## config.mk

```make
export PLATFORM = sky130hd
export DESIGN_NAME = usb_endpoint_mode_responder
export DESIGN_NICKNAME = d
export VERILOG_FILES = /design/src/hdl/ep_mode_pkg.sv /design/src/hdl/usb_endpoint_mode_responder.sv /design/src/hdl/ep_mode_decode.sv /design/src/hdl/ep_apb_regs.sv
export SDC_FILE = /design/constraint.sdc
export NUM_CORES = 1
export LEC_CHECK = 0
export BUFFER_PORTS_ARGS = -buffer_cell sky130_fd_sc_hd__buf_2
export CAP_MARGIN = 10
export CELL_PAD_IN_SITES_DETAIL_PLACEMENT = 1
export CELL_PAD_IN_SITES_GLOBAL_PLACEMENT = 1
export CORE_UTILIZATION = 39
export CTS_CLUSTER_SIZE = 8
export DETAILED_ROUTE_END_ITERATION = 7
export HOLD_SLACK_MARGIN = 0.15
export PLACE_DENSITY_LB_ADDON = 0.1
export SYNTH_ARGS = -nofsm -noshare
export SYNTH_HDL_FRONTEND = slang
export SYNTH_SLANG_ARGS = --single-unit
```

## constraint.sdc

```tcl
create_clock -name i_sys_clk -period 5.7 [get_ports i_sys_clk]
set_input_delay 1.14 -clock i_sys_clk [delete_from_list [all_inputs] [get_ports i_sys_clk]]
set_output_delay 1.14 -clock i_sys_clk [all_outputs]
set_load 0.05 [all_outputs]
```

## src/hdl/ep_mode_pkg.sv

```systemverilog
// Package for the endpoint mode responder: mode codes, register map, carriers.
// Assumes one 125 MHz clock and an APB register bus with 32-bit data.
package ep_mode_pkg;

    // ----------------------------------------
    // Mode encodings
    // ----------------------------------------
    localparam logic [3:0] MODE_DISABLE = 4'h0;
    localparam logic [3:0] MODE_NAK_INOUT = 4'h1;
    localparam logic [3:0] MODE_STATUS_OUT = 4'h2;
    localparam logic [3:0] MODE_STALL_INOUT = 4'h3;
    localparam logic [3:0] MODE_IGNORE_INOUT = 4'h4;
    localparam logic [3:0] MODE_STATUS_IN = 4'h6;
    localparam logic [3:0] MODE_NAK_OUT = 4'h8;
    localparam logic [3:0] MODE_ACK_OUT = 4'h9;
    localparam logic [3:0] MODE_NAK_OUT_STIN = 4'ha;
    localparam logic [3:0] MODE_ACK_OUT_NAK_IN = 4'hb;
    localparam logic [3:0] MODE_NAK_IN = 4'hc;
    localparam logic [3:0] MODE_ACK_IN = 4'hd;
    localparam logic [3:0] MODE_NAK_IN_STOUT = 4'he;
    localparam logic [3:0] MODE_ACK_IN_STOUT = 4'hf;

    // ----------------------------------------
    // Register map and fields
    // ----------------------------------------
    localparam logic [7:0] ADDR_CTL_MODE = 8'h00;
    localparam logic [7:0] ADDR_CTL_COUNT = 8'h04;
    localparam logic [7:0] ADDR_DATA_MODE = 8'h08;
    localparam logic [7:0] ADDR_DATA_COUNT = 8'h0c;
    localparam int STALL_BIT = 7;
    localparam logic [7:0] MODE_REG_RESET = 8'h00;
    localparam logic [3:0] COUNT_RESET = 4'h0;
    localparam int ENDPOINT_SIZE = 8;
    localparam int CRC_BYTES = 2;

    // ----------------------------------------
    // Tokens and answers
    // ----------------------------------------
    typedef enum logic [1:0] {TOK_SETUP, TOK_IN, TOK_OUT} token_t;
    typedef enum logic [2:0] {RSP_IGNORE, RSP_ACK, RSP_NAK, RSP_STALL, RSP_TX_ZERO, RSP_TX_COUNT} resp_t;

    typedef struct packed {
        logic valid;
        logic ep;
        token_t token;
        logic [4:0] count;
        logic dtog;
        logic crc_ok;
    } token_req_t;

    typedef struct packed {
        logic valid;
        logic ep;
        resp_t resp;
        logic [3:0] count;
    } token_rsp_t;

endpackage : ep_mode_pkg

```

## src/hdl/usb_endpoint_mode_responder.sv

```systemverilog
// Top of the endpoint mode responder: token answers and automatic mode changes.
// Assumes tokens arrive as single-cycle requests already parsed from the bus.
//
// Function
// - Both endpoints each have their own mode.
// - 0011 stalls IN/OUT; 0100 ignores them.
// - Mode 0000 ignores all tokens silently.
// - Mode 0001 accepts SETUP, NAKs IN and OUT.
// - Control SETUP ACK forces mode 0001 unless disabled.
// - 1011 NAKs IN, ACKs OUT, then becomes 0001.
// - Status modes 0010, 0110, 1010 behave per table.
// - Checked OUT ACKs only zero-length DATA1 packets.
// - Counted IN sends the count register bytes.
// - 1000 NAKs OUT; 1001 ACKs OUT, becomes 1000.
// - Data endpoint bit 7 stalls 1001/1101 traffic.
// - 1100 NAKs IN; 1101 sends data, becomes 1100.
// - 1110 NAKs IN; 1111 sends data, becomes 1110.
// - Modes reset to 0000 and stay until written.
// - ACK locks mode/count writes until a later read.
// - Only valid packets up to size plus two answered.
//
// Our own choices: the APB interface to the registers and the placing of the registers.
`timescale 1ns/1ps
module usb_endpoint_mode_responder
    import ep_mode_pkg::*;
#(
    parameter int EP_SIZE = ENDPOINT_SIZE
)
(
    input wire logic i_sys_clk,
    input wire logic i_nrst,
    input wire logic i_psel,
    input wire logic i_penable,
    input wire logic i_pwrite,
    input wire logic [7:0] i_paddr,
    input wire logic [31:0] i_pwdata,
    output logic [31:0] o_prdata,
    output logic o_pready,
    output logic o_pslverr,
    input wire ep_mode_pkg::token_req_t i_token,
    input wire logic i_host_ack,
    output ep_mode_pkg::token_rsp_t o_rsp,
    output logic [1:0] o_locked
);
    import ep_mode_pkg::*;

    // ----------------------------------------
    // Register file
    // ----------------------------------------
    logic [31:0] rd_data;
    logic [7:0] mode0;
    logic [7:0] mode1;
    logic [3:0] count0;
    logic [3:0] count1;
    logic [1:0] locked;
    logic [1:0] hw_wr;
    logic [3:0] hw_mode;
    logic [1:0] acked;

    ep_apb_regs u_regs (
        .i_sys_clk(i_sys_clk),
        .i_nrst(i_nrst),
        .i_psel(i_psel),
        .i_penable(i_penable && o_pready),
        .i_pwrite(i_pwrite),
        .i_paddr(i_paddr),
        .i_pwdata(i_pwdata),
        .i_hw_wr(hw_wr),
        .i_hw_mode(hw_mode),
        .i_acked(acked),
        .o_prdata(rd_data),
        .o_pslverr(),
        .o_mode0(mode0),
        .o_mode1(mode1),
        .o_count0(count0),
        .o_count1(count1),
        .o_locked(locked)
    );

    // ----------------------------------------
    // APB answer
    // ----------------------------------------
    // One wait state so that every bus output comes from a flip-flop.
    always_ff @(posedge i_sys_clk or negedge i_nrst) begin
        if (!i_nrst) begin
            o_pready <= 1'b0;
            o_prdata <= 32'h0000_0000;
            o_pslverr <= 1'b0;
        end else begin
            o_pready <= i_psel && i_penable && !o_pready;
            o_prdata <= rd_data;
            o_pslverr <= i_psel && i_penable && !o_pready && (i_paddr[7:4] != 4'h0 || i_paddr[1:0] != 2'b00);
        end
    end

    always_ff @(posedge i_sys_clk or negedge i_nrst) begin
        if (!i_nrst) begin
            o_locked <= 2'b00;
        end else begin
            o_locked <= locked;
        end
    end

    // ----------------------------------------
    // Token decode
    // ----------------------------------------
    logic [3:0] cur_mode;
    logic cur_stall;
    logic pkt_ok;
    logic zero_dtog1;
    resp_t dec_resp;

    assign cur_mode = i_token.ep ? mode1[3:0] : mode0[3:0];
    assign cur_stall = i_token.ep ? mode1[STALL_BIT] : 1'b0;
    assign pkt_ok = i_token.crc_ok && (32'(i_token.count) <= EP_SIZE + CRC_BYTES);
    assign zero_dtog1 = (i_token.count == 5'(CRC_BYTES)) && i_token.dtog;

    ep_mode_decode u_dec (
        .i_mode(cur_mode),
        .i_stall(cur_stall),
        .i_token(i_token.token),
        .i_zero_dtog1(zero_dtog1),
        .o_resp(dec_resp)
    );

    // ----------------------------------------
    // Answer register and pending IN
    // ----------------------------------------
    logic in_pending;
    logic in_ep;
    logic [3:0] in_mode;

    always_ff @(posedge i_sys_clk or negedge i_nrst) begin
        if (!i_nrst) begin
            o_rsp <= '{valid: 1'b0, ep: 1'b0, resp: RSP_IGNORE, count: 4'h0};
        end else begin
            o_rsp.valid <= i_token.valid && pkt_ok && dec_resp != RSP_IGNORE;
            o_rsp.ep <= i_token.ep;
            o_rsp.resp <= pkt_ok ? dec_resp : RSP_IGNORE;
            o_rsp.count <= (dec_resp == RSP_TX_COUNT) ? (i_token.ep ? count1 : count0) : 4'h0;
        end
    end

    always_ff @(posedge i_sys_clk or negedge i_nrst) begin
        if (!i_nrst) begin
            in_pending <= 1'b0;
            in_ep <= 1'b0;
            in_mode <= MODE_DISABLE;
        end else if (i_token.valid) begin
            in_pending <= pkt_ok && (dec_resp == RSP_TX_COUNT || dec_resp == RSP_TX_ZERO);
            in_ep <= i_token.ep;
            in_mode <= cur_mode;
        end else if (i_host_ack) begin
            in_pending <= 1'b0;
        end
    end

    // ----------------------------------------
    // Automatic mode rewrites
    // ----------------------------------------
    logic dev_ack;
    assign dev_ack = i_token.valid && pkt_ok && dec_resp == RSP_ACK;

    always_comb begin
        hw_wr = 2'b00;
        hw_mode = MODE_NAK_INOUT;
        acked = 2'b00;
        if (dev_ack) begin
            acked[i_token.ep] = 1'b1;
            if (i_token.token == TOK_SETUP && !i_token.ep && cur_mode != MODE_DISABLE) begin
                hw_wr[0] = 1'b1;
                hw_mode = MODE_NAK_INOUT;
            end else if (i_token.token == TOK_OUT && cur_mode == MODE_ACK_OUT_NAK_IN) begin
                hw_wr[i_token.ep] = 1'b1;
                hw_mode = MODE_NAK_INOUT;
            end else if (i_token.token == TOK_OUT && cur_mode == MODE_ACK_OUT) begin
                hw_wr[i_token.ep] = 1'b1;
                hw_mode = MODE_NAK_OUT;
            end else if (i_token.token == TOK_OUT && cur_mode == MODE_ACK_IN_STOUT) begin
                hw_wr[i_token.ep] = 1'b1;
                hw_mode = MODE_NAK_IN_STOUT;
            end
        end else if (i_host_ack && in_pending && !i_token.valid) begin
            acked[in_ep] = 1'b1;
            if (in_mode == MODE_ACK_IN) begin
                hw_wr[in_ep] = 1'b1;
                hw_mode = MODE_NAK_IN;
            end else if (in_mode == MODE_ACK_IN_STOUT) begin
                hw_wr[in_ep] = 1'b1;
                hw_mode = MODE_NAK_IN_STOUT;
            end
        end
    end
endmodule : usb_endpoint_mode_responder

```

## src/hdl/ep_mode_decode.sv

```systemverilog
// Combinational decoder from endpoint mode and token to an answer.
// Assumes the caller has already checked packet validity.
`timescale 1ns/1ps
module ep_mode_decode
    import ep_mode_pkg::*;
(
    input wire logic [3:0] i_mode,
    input wire logic i_stall,
    input wire ep_mode_pkg::token_t i_token,
    input wire logic i_zero_dtog1,
    output ep_mode_pkg::resp_t o_resp
);
    always_comb begin
        o_resp = RSP_IGNORE;
        unique case (i_token)
            TOK_SETUP: begin
                if (i_mode inside {4'h1, 4'h2, 4'h3, 4'h4, 4'h6, 4'ha, 4'hb, 4'he, 4'hf}) begin
                    o_resp = RSP_ACK;
                end
            end
            TOK_IN: begin
                case (i_mode)
                    MODE_NAK_INOUT, MODE_ACK_OUT_NAK_IN, MODE_NAK_IN, MODE_NAK_IN_STOUT: o_resp = RSP_NAK;
                    MODE_STATUS_OUT, MODE_STALL_INOUT: o_resp = RSP_STALL;
                    MODE_STATUS_IN, MODE_NAK_OUT_STIN: o_resp = RSP_TX_ZERO;
                    MODE_ACK_IN: o_resp = i_stall ? RSP_STALL : RSP_TX_COUNT;
                    MODE_ACK_IN_STOUT: o_resp = RSP_TX_COUNT;
                    default: o_resp = RSP_IGNORE;
                endcase
            end
            TOK_OUT: begin
                case (i_mode)
                    MODE_NAK_INOUT, MODE_NAK_OUT, MODE_NAK_OUT_STIN: o_resp = RSP_NAK;
                    MODE_STALL_INOUT, MODE_STATUS_IN: o_resp = RSP_STALL;
                    MODE_ACK_OUT: o_resp = i_stall ? RSP_STALL : RSP_ACK;
                    MODE_ACK_OUT_NAK_IN: o_resp = RSP_ACK;
                    MODE_STATUS_OUT, MODE_NAK_IN_STOUT, MODE_ACK_IN_STOUT: begin
                        o_resp = i_zero_dtog1 ? RSP_ACK : RSP_STALL;
                    end
                    default: o_resp = RSP_IGNORE;
                endcase
            end
            default: o_resp = RSP_IGNORE;
        endcase
    end
endmodule : ep_mode_decode

```

## src/hdl/ep_apb_regs.sv

```systemverilog
// APB slave holding mode and count registers for both endpoints.
// Assumes the engine reports mode rewrites and ACKed transactions per endpoint.
`timescale 1ns/1ps
module ep_apb_regs
    import ep_mode_pkg::*;
(
    input wire logic i_sys_clk,
    input wire logic i_nrst,
    input wire logic i_psel,
    input wire logic i_penable,
    input wire logic i_pwrite,
    input wire logic [7:0] i_paddr,
    input wire logic [31:0] i_pwdata,
    input wire logic [1:0] i_hw_wr,
    input wire logic [3:0] i_hw_mode,
    input wire logic [1:0] i_acked,
    output logic [31:0] o_prdata,
    output logic o_pslverr,
    output logic [7:0] o_mode0,
    output logic [7:0] o_mode1,
    output logic [3:0] o_count0,
    output logic [3:0] o_count1,
    output logic [1:0] o_locked
);
    logic access;
    logic [1:0] sel_ep;
    logic sel_count;
    logic mapped;
    assign access = i_psel && i_penable;
    assign sel_ep = {1'b0, i_paddr[3]};
    assign sel_count = i_paddr[2];
    assign mapped = (i_paddr[7:4] == 4'h0) && (i_paddr[1:0] == 2'b00);

    // ----------------------------------------
    // Lock: set by ACK, released by a later read
    // ----------------------------------------
    always_ff @(posedge i_sys_clk or negedge i_nrst) begin
        if (!i_nrst) begin
            o_locked <= 2'b00;
        end else begin
            for (int e = 0; e < 2; e++) begin
                if (i_acked[e]) begin
                    o_locked[e] <= 1'b1;
                end else if (access && !i_pwrite && mapped && sel_ep[0] == e[0]) begin
                    o_locked[e] <= 1'b0;
                end
            end
        end
    end

    // ----------------------------------------
    // Registers
    // ----------------------------------------
    always_ff @(posedge i_sys_clk or negedge i_nrst) begin
        if (!i_nrst) begin
            o_mode0 <= MODE_REG_RESET;
            o_mode1 <= MODE_REG_RESET;
            o_count0 <= COUNT_RESET;
            o_count1 <= COUNT_RESET;
        end else begin
            if (access && i_pwrite && mapped && !o_locked[sel_ep[0]]) begin
                unique case ({sel_ep[0], sel_count})
                    2'b00: o_mode0 <= {4'h0, i_pwdata[3:0]};
                    2'b01: o_count0 <= i_pwdata[3:0];
                    2'b10: o_mode1 <= {i_pwdata[STALL_BIT], 3'b000, i_pwdata[3:0]};
                    2'b11: o_count1 <= i_pwdata[3:0];
                endcase
            end
            // The engine's rewrite lands after any CPU write in the same cycle.
            if (i_hw_wr[0]) begin
                o_mode0[3:0] <= i_hw_mode;
            end
            if (i_hw_wr[1]) begin
                o_mode1[3:0] <= i_hw_mode;
            end
        end
    end

    always_comb begin
        o_prdata = 32'h0000_0000;
        o_pslverr = access && !mapped;
        if (mapped) begin
            unique case ({sel_ep[0], sel_count})
                2'b00: o_prdata = {24'h00_0000, o_mode0};
                2'b01: o_prdata = {28'h000_0000, o_count0};
                2'b10: o_prdata = {24'h00_0000, o_mode1};
                2'b11: o_prdata = {28'h000_0000, o_count1};
            endcase
        end
    end
endmodule : ep_apb_regs

```

# After elaboration in Yosys (flattened, before gate mapping)
# Index checks and enable logic that the tools add are counted.
# Widths: inputs -> output; s select.
# op_classes
magnitude_cmp	6
n_eq_ne	24
n_mux	51
n_bitwise	1
n_reduce_logical	62
# op_table
op	count
$pmux 32 s4	1
$mux 4	17
$eq 4x4->1 const B	10
$mux 32	1
$pmux 3 s5	2
$logic_and 1x1->1	28
$mux 2	11
$reduce_bool 2->1	8
$mux 1	14
$reduce_and 2->1	5
$pmux 3 s3	1
$reduce_bool 9->1	1
$eq 4x2->1 const B	2
$eq 4x3->1 const B	2
$reduce_bool 4->1	2
$eq 2x2->1 const B	3
$eq 3x3->1 const B	2
$logic_not 2->1	3
$lt 1x2->1 const B	3
$mux 3	2
$reduce_or 2->1	3
$reduce_or 3->1	2
$eq 5x2->1 const B	1
$le 5x4->1 const B	1
11 further kinds	19
# word_totals
reg_bits	70
input_bits	57
out_inout_bits	45
wordCells	162

# Logic depth before layout (Yosys ltp)
# Gate-level depths: netlist (run 1).
# depth
word_depth	11
ltp_mapped	8
ltp_nobuf	6

# Modules after synthesis
# Synthesis (run 1) repeated with hierarchy kept, for this count alone.
# unflattened
cells_unflattened	299
area_unflattened_um2	3445.8
# by_module_without_submodules
mod	n_inst	cells_each	area_per_inst_um2
usb_endpoint_mode_responder	1	129	1775.5
ep_apb_regs	1	124	1345.0
ep_mode_decode	1	46	325.3

# Least setup slack after synthesis (run 1)
# No wires, ideal clock.
# synth_timing
kind	input to register
startpoint	input i_token[9] in the netlist's numbering
endpoint	register u_regs.o_mode0[2]
setup_ns	0.125
arrival_ns	2.631
t_required_ns	5.575
setup_slack_ns	2.944
stages	7
path_buffers	1
path_cell_list	buf_6 mux2i_2 a21oi_2 o221a_4 a211oi_2 nand2_2 mux2_4
# synth_between
elab_chain_cells	11
elab_cells_between_ends	56
cone_classes	2 x order compare; 14 x eq/ne; 21 x mux; 19 x reduce/logical
# synth_rtl
element	line	text
from (decl)	usb_endpoint_mode_responder.sv:40	input wire ep_mode_pkg::token_req_t i_token,
parallel branches: the longest is 11 deep, another holds $pmux 3 s5	-	
to (signal assigned)	ep_apb_regs.sv:63	2'b00: o_mode0 <= {4'h0, i_pwdata[3:0]};
to (signal assigned)	ep_apb_regs.sv:71	o_mode0[3:0] <= i_hw_mode;
to (decl)	ep_apb_regs.sv:19	output logic [7:0] o_mode0,
# Several ways; the timed one is not identified.
# A chain may end at the register's enable or synchronous reset.

# Worst setup path in the final report (run 1)
# Ends and elaborated chain as after synthesis.

==> summary.md, run 1 <==
| Metric | Value |
|---|---|
| Final setup violation count | `0` |
| Worst-Margin Slew | `1.061 ns` |
| CTS tree | `built` |
| Clock share of power | `32.8%` |
| Pleak | `1.407 nW` |
| Chip width | `84.20 µm` |
| Global-route wire length before repair | `10,730 µm` |
| 1st-iter DRT viols | `81` |
| Post-synth EDFFs | `0` |
| Vias in the first global route | `2,075` |
| Max VDD drop | `0.00008744 V` |
| Worst endpoint required time | `5.89 ns` |
| Total number of vias | `2,015` |
| CP Cell Sequence | `buf_2, mux2i_1, nor2_1, a31oi_1, a41o_1, nand2_2, mux2_4` |
| Site Rows | `29` |
| Yosys reg bits | `43` |
| WP buf/inv | `1` |
| Final wirelength | `6419 µm` |
| HP Class | `register to register` |
| GRT overflow | `0` |
| Post-synthesis mux area share | `18.23%` |
| Multi-input logic area | `1374 µm²` |
| Cells after Synth | `253` |
| Critical R2R Launch | `u_regs.o_mode1[3]$_DFFE_PN0P_` |
| Antenna viol nets, final | `0` |
| Hold Vio Cnt, Final | `0` |
| Area contributors post-synth | `dfrtp_1 41%, buf_4 7.7%, mux2i_1 6.5%` |
| Logic gate share of total power | `14.9%` |
| Final Max Tran Viols | `0` |
| Simple-Gate Fraction of Synth Area | `16.00%` |
| Initial Utilization | `41.03%` |
| Outcome | `finished with violations` |
| Post-Synth XOR/XNOR Area | `0.3324%` |
| Deepest clock path buffer count | `2` |
| Max Cap Viol | `0` |
| Avg Cell Area, Syn | `10.42 µm²` |
| Post-synth cell types | `57` |
| Final std cell area, no fill | `2893 µm²` |
| Die Span Y | `84.20 µm` |
| Setup bufs post-CTS | `0` |
| Post-synth top cells | `43 x dfrtp_1, 28 x nor2_1, 27 x buf_4` |
| YS warnings | `0` |
| Post-Syn Area | `2635 µm²` |
| Adder-cell area share of the yosys netlist | `0%` |
| Final Skew | `0.003664 ns` |
| Slew HR | `27.24%` |
| Sequential cell area | `1076 µm²` |
| Skew-Pair Late Insertion Delay | `0.30 ns` |
| Largest family of logic cells by synthesized area | `multiplexers` |
| Setup slack after layout | `2.063 ns` |
| Boundary Pins | `102` |
| Slowest CP cell | `mux2i_1` |
| Cell Int Power | `0.0004123 W` |
| Setup crit end | `u_regs.o_mode0[2]$_DFFE_PN0P_` |
| Fillers | `757` |
| Compound-cell area share of the yosys netlist | `13.72%` |
| 1st-pass router iterations | `8` |
| Crit path time final | `3.637 ns` |
| Post-cts resize count | `0` |
| Area delta synth->final | `9.781%` |
| Top-area cell type share of the netlist area | `40.84%` |
| Routability cong. | `0.8393` |
| DP Area | `2808 µm²` |
| Crit. End Element | `register` |
| Delay-heaviest family, CP | `multiplexers` |
| Pin count of the biggest net entering global routing | `44` |
| Fmax | `0.2750 GHz` |
| Final core utilization | `45.04%` |
| Final nets | `355` |
| Worst reg2reg path depth | `6` |
| Sw frac | `30.97%` |
| Initial antenna violation count | `0` |
| DR WL/cell | `17.07 µm` |
| CP Data Arrival Time | `3.83 ns` |
| Worst-path clk slew | `0.08 ns` |
| Core area | `6422 µm²` |
| Antenna cells | `0` |
| DRC violations left | `10` |
| Seq/Total Area, Yosys | `40.84%` |
| Non-filler cells, final | `376` |
| Critical Path Start | `i_token[9]` |
| PwrDens | `206.5 nW/µm²` |
| Failing checks | `DRC` |
| Layout cells sized above 1 | `29.10%` |
| DIE AREA | `7089 µm²` |
| Worst Setup Start Kind | `input pin` |
| Cts bufs inserted | `5` |
| Global Route Usage Sum | `19.27%` |
| # clock sinks | `43` |
| Port Buffer Count | `47` |
| Setup Crit Path Kind | `input pin to register` |
| CP max FO | `21` |
| Post-Place Cells | `368` |
| Dominant cell type by area after synthesis | `dfrtp_1` |
| R2r endpoint | `u_regs.o_mode0[2]$_DFFE_PN0P_` |
| Vias/cell | `5.359` |
| Pre-CTS WS | `1.745 ns` |
| H-Tree Level Count | `2` |
| TNS Setup | `0 ns` |
| HPWL Detailed | `4917 µm` |
| Crit share post-route | `63.80%` |
| Switch Pwr | `0.0001850 W` |
| Most frequent cell after synthesis | `dfrtp_1` |
| CP max stage delay | `0.94 ns` |
| Root Buffer | `clkbuf_8` |
| Number of cells on the critical path | `7` |
| Worst R2R Setup Slack | `2.98 ns` |
| RSZ-0062 raised after global routing | `no` |
| Post-synth ARST share | `100.0%` |
| CTS hold repair buffers | `0` |
| Main flop type after synthesis | `dfrtp_1` |
| Sequential share of power | `52.3%` |
-- power groups by stage --
stage	registers [W]	clock network, W	logic, W
2_1_floorplan	0.000322	0	0.0000744
6_report	0.000312	0.000196	0.0000892
3_3_place_gp	0.000318	0	0.0000882
5_1_grt	0.000313	0.000218	0.0000957
4_1_cts	0.000312	0.000204	0.0000897
3_5_place_dp	0.000318	0	0.0000896
-- flip-flops by register name (all words and copies together), names as in the netlist --
signal	count
in_ep	1
in_mode	4
in_pending	1
o_locked	2
o_prdata	5
o_pready	1
o_pslverr	1
o_rsp	9
u_regs.o_count0	4
u_regs.o_count1	4
u_regs.o_locked	2
u_regs.o_mode0	4
u_regs.o_mode1	5
-- stage by stage --
step	total power (W)	hold WS, ns
final	0.0005973	0.4292
after global routing	0.0006266	0.4431
after CTS	0.0006059	0.4220
after detailed placement	0.0004079	0.4011
after global placement	0.0004063	0.3979
after floorplan	0.0003965	0.3740
-- worst min-delay path by stage --
stage                                  to                            from  slack [ns]  cells after the start
floorplan           o_locked[0]$_DFF_PN0_  u_regs.o_locked[0]$_DFFE_PN0P_        0.37                      0
global placement    o_locked[0]$_DFF_PN0_  u_regs.o_locked[0]$_DFFE_PN0P_        0.40                      0
detailed placement  o_locked[1]$_DFF_PN0_  u_regs.o_locked[1]$_DFFE_PN0P_        0.40                      0
CTS                 o_locked[1]$_DFF_PN0_  u_regs.o_locked[1]$_DFFE_PN0P_        0.42                      0
global route        o_locked[1]$_DFF_PN0_  u_regs.o_locked[1]$_DFFE_PN0P_        0.44                      0
finish              o_locked[1]$_DFF_PN0_  u_regs.o_locked[1]$_DFFE_PN0P_        0.43                      0
-- layer usage --
metal / global-route usage [%] / share of wire (%) / wire, µm
met4: 4.702 / 1.1 / 70
met2: 31.67 / 47 / 3020
met1: 26.21 / 47 / 2995
met3: 3.933 / 5.2 / 332
met5: 0 / 0 / 0
-- worst register-to-register path: cells and delay by family (launching register included) --
kind	cells	cell delay, ns
AOI/OAI and AO/OA	2	0.66
muxes	2	1.17
and+or+nand+nor	2	0.32
DFF	1	0.46
-- cells in the final DEF, fill, tap and decap left out, types with 5 or more instances in the layout --
| master | Yosys | final |
|---|---|---|
| nor3_1 | 8 | 8 |
| buf_2 | 1 | 47 |
| inv_1 | 7 | 7 |
| mux2i_1 | 17 | 17 |
| conb_1 | 1 | 27 |
| dfrtp_1 | 43 | 43 |
| mux2_2 | 11 | 11 |
| nand2_1 | 13 | 13 |
| a21oi_1 | 13 | 13 |
| nor2_1 | 28 | 28 |
| clkbuf_8 | 0 | 5 |
| nand3_1 | 6 | 6 |
-- cells by family (layout without fill, tap and decap cells) --
| group | Yosys count | count (layout) |
|---|---|---|
| buffers and inverters | 42 | 62 |
| other | 1 | 27 |
| AO/OA/AOI/OAI | 48 | 48 |
| XOR/XNOR | 1 | 1 |
| flip-flops | 43 | 43 |
| multiplexers | 38 | 38 |
| AND/OR/NAND/NOR | 80 | 80 |
-- cell type report --
class | instances | area share (%)
inverter | 7 | 0.9083
timing repair buffer | 47 | 8.132
clock inverter | 2 | 0.4325
multi-input combinational | 194 | 47.49
sequential | 43 | 37.20
tap | 77 | 3.330
clock buffer | 6 | 2.509
Note: power is estimated with default switching activity, not from simulation.
==> run 2: changes to the inputs <==
CORE_UTILIZATION = 37   (was 39)
clock period = 3.82 ns   (was 5.7 ns; I/O delays follow)
==> summary.md, run 2 (synthesis results as in run 1) <==
| Metric | Value |
|---|---|
| Max Cap Viol | `0` |
| Max reg flops | `9` |
| Reg with most FFs | `o_rsp` |
| Boundary Pins | `102` |
| Root Buffer | `clkbuf_8` |
| Routability cong. | `0.8140` |
| M1 wire length | `2974 µm` |
| Antenna viol nets, final | `0` |
| Critical R2R Launch | `u_regs.o_mode0[2]$_DFFE_PN0P_` |
| Worst Hold Slack | `0.4203 ns` |
| Fillers | `811` |
| Slew HR | `36.57%` |
| Wire length on met2 | `2885 µm` |
| Layout cells sized above 1 | `29.67%` |
| Final Max Tran Viols | `0` |
| DIE AREA | `7463 µm²` |
| 1st-pass router iterations | `4` |
| DRC violations left | `0` |
| Post-Place Cells | `388` |
| Setup bufs post-CTS | `0` |
| Skew-Pair Late Insertion Delay | `0.31 ns` |
| Initial antenna violation count | `0` |
| Vias in the first global route | `1,929` |
| Pleak | `1.428 nW` |
| Pin count of the biggest net entering global routing | `44` |
| Worst Setup Start Kind | `input pin` |
| Site Rows | `30` |
| Fmax | `0.3725 GHz` |
| Final nets | `356` |
| Non-filler cells, final | `396` |
| Biggest regs | `o_rsp: 9 flops, o_prdata: 5 flops, u_regs.o_mode1: 5 flops` |
| DR WL/cell | `15.96 µm` |
| Chip width | `86.39 µm` |
| Critical Path Start | `i_token[9]` |
| Antenna cells | `0` |
| Deepest clock path buffer count | `2` |
| Core area | `6832 µm²` |
| H-Tree Level Count | `2` |
| Hold_sp | `u_regs.o_locked[0]$_DFFE_PN0P_` |
| RSZ-0062 raised after global routing | `no` |
| # clock sinks | `43` |
| Most common cell after layout, fill and taps aside | `buf_2` |
| 1st-iter DRT viols | `67` |
| Worst-path clk slew | `0.10 ns` |
| Total number of vias | `2,024` |
| Final Skew | `0.01041 ns` |
| GRT overflow | `0` |
| Crit path time final | `2.684 ns` |
| Global-route wire length before repair | `10,090 µm` |
| CTS tree | `built` |
| CP Data Arrival Time | `2.89 ns` |
| HPWL Detailed | `4798 µm` |
| Global Route Usage Sum | `17.97%` |
| Worst-Margin Slew | `0.9514 ns` |
| CTS hold repair buffers | `0` |
| Outcome | `finished, final reports clean` |
| PwrDens | `328.7 nW/µm²` |
| Sequential cell area | `1076 µm²` |
| Max VDD drop | `0.0001346 V` |
| Most frequent cells in the layout | `47 x buf_2, 43 x dfrtp_1, 28 x nor2_1` |
| TNS Setup | `0 ns` |
| Worst endpoint required time | `4.03 ns` |
| Final setup violation count | `0` |
| Port Buffer Count | `47` |
| Die Span Y | `86.39 µm` |
| Final wirelength | `6319 µm` |
| Crit share post-route | `70.27%` |
| HP Class | `register to register` |
| Highest metal used | `met4` |
| Hold Vio Cnt, Final | `0` |
| Area delta synth->final | `12.01%` |
| CP max FO | `21` |
| Vias/cell | `5.111` |
| Met3 wire length | `360 µm` |
| Initial Utilization | `38.57%` |
| Post-cts resize count | `0` |
| Multi-input logic area | `1374 µm²` |
| Cts bufs inserted | `5` |
| Crit. End Element | `register` |
| Setup Crit Path Kind | `input pin to register` |
[run 2: cell type report]
cell class / instances / share of cell area [%]
Clock buffer: 5 / 2.331
Clock inverter: 3 / 1.484
Inverter: 7 / 0.8902
Multi-Input combinational cell: 194 / 46.55
Sequential cell: 43 / 36.46
Tap cell: 96 / 4.070
Timing Repair Buffer: 48 / 8.224
[run 2: power by group]
| part | internal [W] | switching (W) | total [W] |
|---|---|---|---|
| Combinational | 0.0000260 | 0.000107 | 0.000133 |
| Clock | 0.000195 | 0.000177 | 0.000372 |
| Sequential | 0.000461 | 0.00000442 | 0.000466 |
[run 2: worst max-delay path, stage by stage]
cell      delay [ns]
buf_2           0.45
mux2i_4         0.50
a21oi_2         0.10
o221a_4         0.26
a211oi_2        0.36
nand2_2         0.13
mux2_4          0.31
[run 2: path summary, 6_finish.rpt]
check	to	slack (ns)	cells past startpoint
min in group asynchronous	in_mode[2]$_DFFE_PN0P_	0.59	1
max reg2reg	u_regs.o_mode0[2]$_DFFE_PN0P_	1.70	5
max in group asynchronous	u_regs.o_count0[2]$_DFFE_PN0P_	2.62	1
max	u_regs.o_mode0[2]$_DFFE_PN0P_	1.14	7
min	o_locked[0]$_DFF_PN0_	0.42	0
min reg2reg	o_locked[0]$_DFF_PN0_	0.42	0
[run 2: metrics by stage]
step	setup slack, ns	instance area [µm²]	power, W	utilization [%]
floorplan	1.440	2733	0.0005916	-
global placement	0.8157	2839	0.0006068	41.56
detailed placement	0.8062	2839	0.0006081	41.56
CTS	1.136	2952	0.0009793	43.21
global route	0.9803	2952	0.001002	43.21
finish	1.136	2952	0.0009702	43.21
[run 2: routing by layer]
| layer | up-vias | GRT usage [%] |
|---|---|---|
| met4 | 0 | 6.364 |
| met3 | 6 | 2.952 |
| met2 | 76 | 28.72 |
| met1 | 988 | 24.68 |
| met5 | - | 0 |
| li1 | 954 | - |
==> run 3: changes to the inputs <==
ABC_AREA = 1   (was unset)
CORE_UTILIZATION = 32   (was 37)
clock period = 2.35 ns   (was 3.82 ns; I/O delays follow)
==> summary.md, run 3 <==
| Metric | Value |
|---|---|
| Worst-path clk slew | `0.08 ns` |
| Most frequent cells in the layout | `92 x nand2_1, 47 x buf_2, 43 x dfrtp_1` |
| Max Cap Viol | `0` |
| Root Buffer | `clkbuf_8` |
| Post-Syn Area | `2750 µm²` |
| Crit path time final | `2.041 ns` |
| HPWL Detailed | `6103 µm` |
| Global-route wire length before repair | `12,150 µm` |
| Switch Pwr | `0.0006176 W` |
| 1st-iter DRT viols | `109` |
| Main flop type after synthesis | `dfrtp_1` |
| Fmax | `0.4901 GHz` |
| Die Span Y | `94.71 µm` |
| Pre-CTS WS | `-0.02296 ns` |
| Routability cong. | `0.8217` |
| Worst Hold Depth | `3` |
| Final nets | `494` |
| Critical Path Start | `i_token[9]` |
| Total power | `0.001728 W` |
| Sequential share of power | `46.3%` |
| Post-synth cell types | `38` |
| Area contributors post-synth | `dfrtp_1 39%, nand2_1 13%, buf_4 7.4%` |
| Logic gate share of total power | `26.7%` |
| Most frequent cell after synthesis | `nand2_1` |
| Worst reg2reg path depth | `14` |
| Final core utilization | `39.79%` |
| Pleak | `1.742 nW` |
| Setup Crit Path Kind | `input pin to register` |
| Cts bufs inserted | `5` |
| # clock sinks | `43` |
| GRT overflow | `0` |
| Layout cells sized above 1 | `27.17%` |
| Setup bufs post-CTS | `0` |
| Most common cell after layout, fill and taps aside | `nand2_1` |
| Initial antenna violation count | `0` |
| H-Tree Level Count | `2` |
| Crit. End Element | `register` |
| DRC violations left | `0` |
| Crit share post-route | `86.83%` |
| Avg Cell Area, Syn | `7.682 µm²` |
| Max VDD drop | `0.0001965 V` |
| Deepest clock path buffer count | `2` |
| CTS tree | `built` |
| Top-area cell type share of the netlist area | `39.13%` |
| Port Buffer Count | `47` |
| Outcome | `finished, final reports clean` |
| DIE AREA | `8969 µm²` |
| Vias in the first global route | `2,494` |
| Setup slack after layout | `0.3094 ns` |
| Initial Utilization | `33.30%` |
| Yosys reg bits | `43` |
| Hold_sp | `i_pwdata[7]` |
| Multi-input logic area | `1353 µm²` |
| Setup crit end | `u_regs.o_mode1[0]$_DFFE_PN0P_` |
| Area delta synth->final | `19.47%` |
| Antenna viol nets, final | `0` |
| Reg with most FFs | `o_rsp` |
| Sw frac | `35.73%` |
| Skew-Pair Late Insertion Delay | `0.30 ns` |
| Hold Vio Cnt, Final | `0` |
| Final Skew | `0.003581 ns` |
| Antenna cells | `0` |
| Cells after Synth | `358` |
| Chip width | `94.71 µm` |
| Fillers | `1,077` |
| Worst Setup Start Kind | `input pin` |
| CP Data Arrival Time | `2.23 ns` |
| R2r endpoint | `u_regs.o_mode1[0]$_DFFE_PN0P_` |
| Biggest regs | `o_rsp: 9 flops, o_prdata: 5 flops, u_regs.o_mode1: 5 flops` |
| 1st-pass router iterations | `4` |
| Boundary Pins | `102` |
| Seq/Total Area, Yosys | `39.13%` |
| Clock share of power | `27.0%` |
| PwrDens | `526.0 nW/µm²` |
| Total number of vias | `2,554` |
| Core area | `8258 µm²` |
| Final wirelength | `7447 µm` |
| Post-synth ARST share | `100.0%` |
| Post-synth top cells | `92 x nand2_1, 43 x dfrtp_1, 42 x inv_1` |
| Final setup violation count | `0` |
| Dominant cell type by area after synthesis | `dfrtp_1` |
| Worst R2R Setup Slack | `0.31 ns` |
| Site Rows | `33` |
| Cell Int Power | `0.001111 W` |
| DR WL/cell | `13.71 µm` |
| Worst endpoint required time | `2.54 ns` |
| Vias/cell | `4.703` |
| HP Class | `input pin to register` |
| YS warnings | `0` |
| Critical R2R Launch | `u_regs.o_mode0[0]$_DFFE_PN0P_` |
| RSZ-0062 raised after global routing | `no` |
| Post-synth EDFFs | `0` |
| CP max FO | `11` |
| Sequential cell area | `1076 µm²` |
| Global Route Usage Sum | `17.85%` |
| Pin count of the biggest net entering global routing | `44` |
| Final Max Tran Viols | `0` |
| Max reg flops | `9` |
-- run 3: cell count changes in the layout (fill, tap and decap cells not counted), sizes merged, moves of 5 or more --
cell    change
buf        +27
nand3      +18
nand2      +96
nor2       +10
o21ai      +17
a21oi       -6
nand4       +8
nor3        -5
a221oi      +6
inv        +37
mux2       -15
mux2i      -19
-- run 3: final cells by class --
cell class / count / share of cell area [%]
multi-input cells: 266 / 41.17
well taps: 105 / 3.998
repair buffers: 76 / 14.24
inverters: 45 / 5.293
clock buffers: 5 / 2.094
flip-flops and latches: 43 / 32.75
clock inverters: 3 / 0.4570
-- run 3: what timing repair did --
item                       CTS  global route
gates resized for setup      0             0
hold endpoints to repair     8             0
setup endpoints to repair    0             0
hold buffers                 1             0
-- run 3: critical path: stages --
cell and delay (ns):
buf_2 0.25, buf_4 0.19, nand2_4 0.05, nand2_4 0.10, nand2_2 0.07, nand2_1 0.08, nand3b_1 0.12, nand3_2 0.12
nand2_1 0.12, nand4_4 0.12, o21ai_1 0.27, nand2_1 0.13, nand2_1 0.09, nand2_1 0.05
-- run 3: per-stage QoR --
stage / TNS [ns] / instances / instance area, µm² / hold WS, ns
6_report: 0 / 543 / 3286 / 0.3722
3_5_place_dp: -0.02296 / 534 / 3192 / 0.3734
5_1_grt: 0 / 543 / 3286 / 0.3996
2_1_floorplan: 0 / 384 / 2848 / 0.1744
4_1_cts: 0 / 543 / 3286 / 0.3739
3_3_place_gp: 0 / 534 / 3192 / 0.3589
-- run 3: logic make-up (layout without fill, tap and decap cells) --
logic type / count (synthesis) / in the layout / share of synthesized area [%]
compound gates: 47 / 47 / 11.37
buf+inv: 75 / 129 / 15.24
flops: 43 / 43 / 39.13
other cells: 1 / 27 / 0.1364
simple gates: 192 / 192 / 34.12
-- run 3: worst min-delay path by stage --
stage	to
after global routing	u_regs.o_mode1[7]$_DFFE_PN0P_
after detailed placement	o_locked[0]$_DFF_PN0_
after floorplan	in_ep$_DFFE_PN0P_
after global placement	o_locked[0]$_DFF_PN0_
final	u_regs.o_mode1[7]$_DFFE_PN0P_
after CTS	u_regs.o_mode1[7]$_DFFE_PN0P_
-- run 3: metal layers --
layer / vias up / share of wire, % / GRT usage, %
li1: 1263 / - / -
met4: 0 / 1.1 / 3.914
met3: 9 / 3.9 / 2.979
met2: 53 / 46 / 28.84
met5: - / 0 / 0
met1: 1229 / 49 / 24.89
-- run 3: power groups by stage --
| stage | combinational [W] | sequential [W] | clock (W) |
|---|---|---|---|
| floorplan | 0.000324 | 0.000839 | 0 |
| global placement | 0.000458 | 0.000814 | 0 |
| detailed placement | 0.000465 | 0.000816 | 0 |
| CTS | 0.000467 | 0.000802 | 0.000474 |
| global route | 0.000510 | 0.000806 | 0.000509 |
| finish | 0.000461 | 0.000801 | 0.000466 |
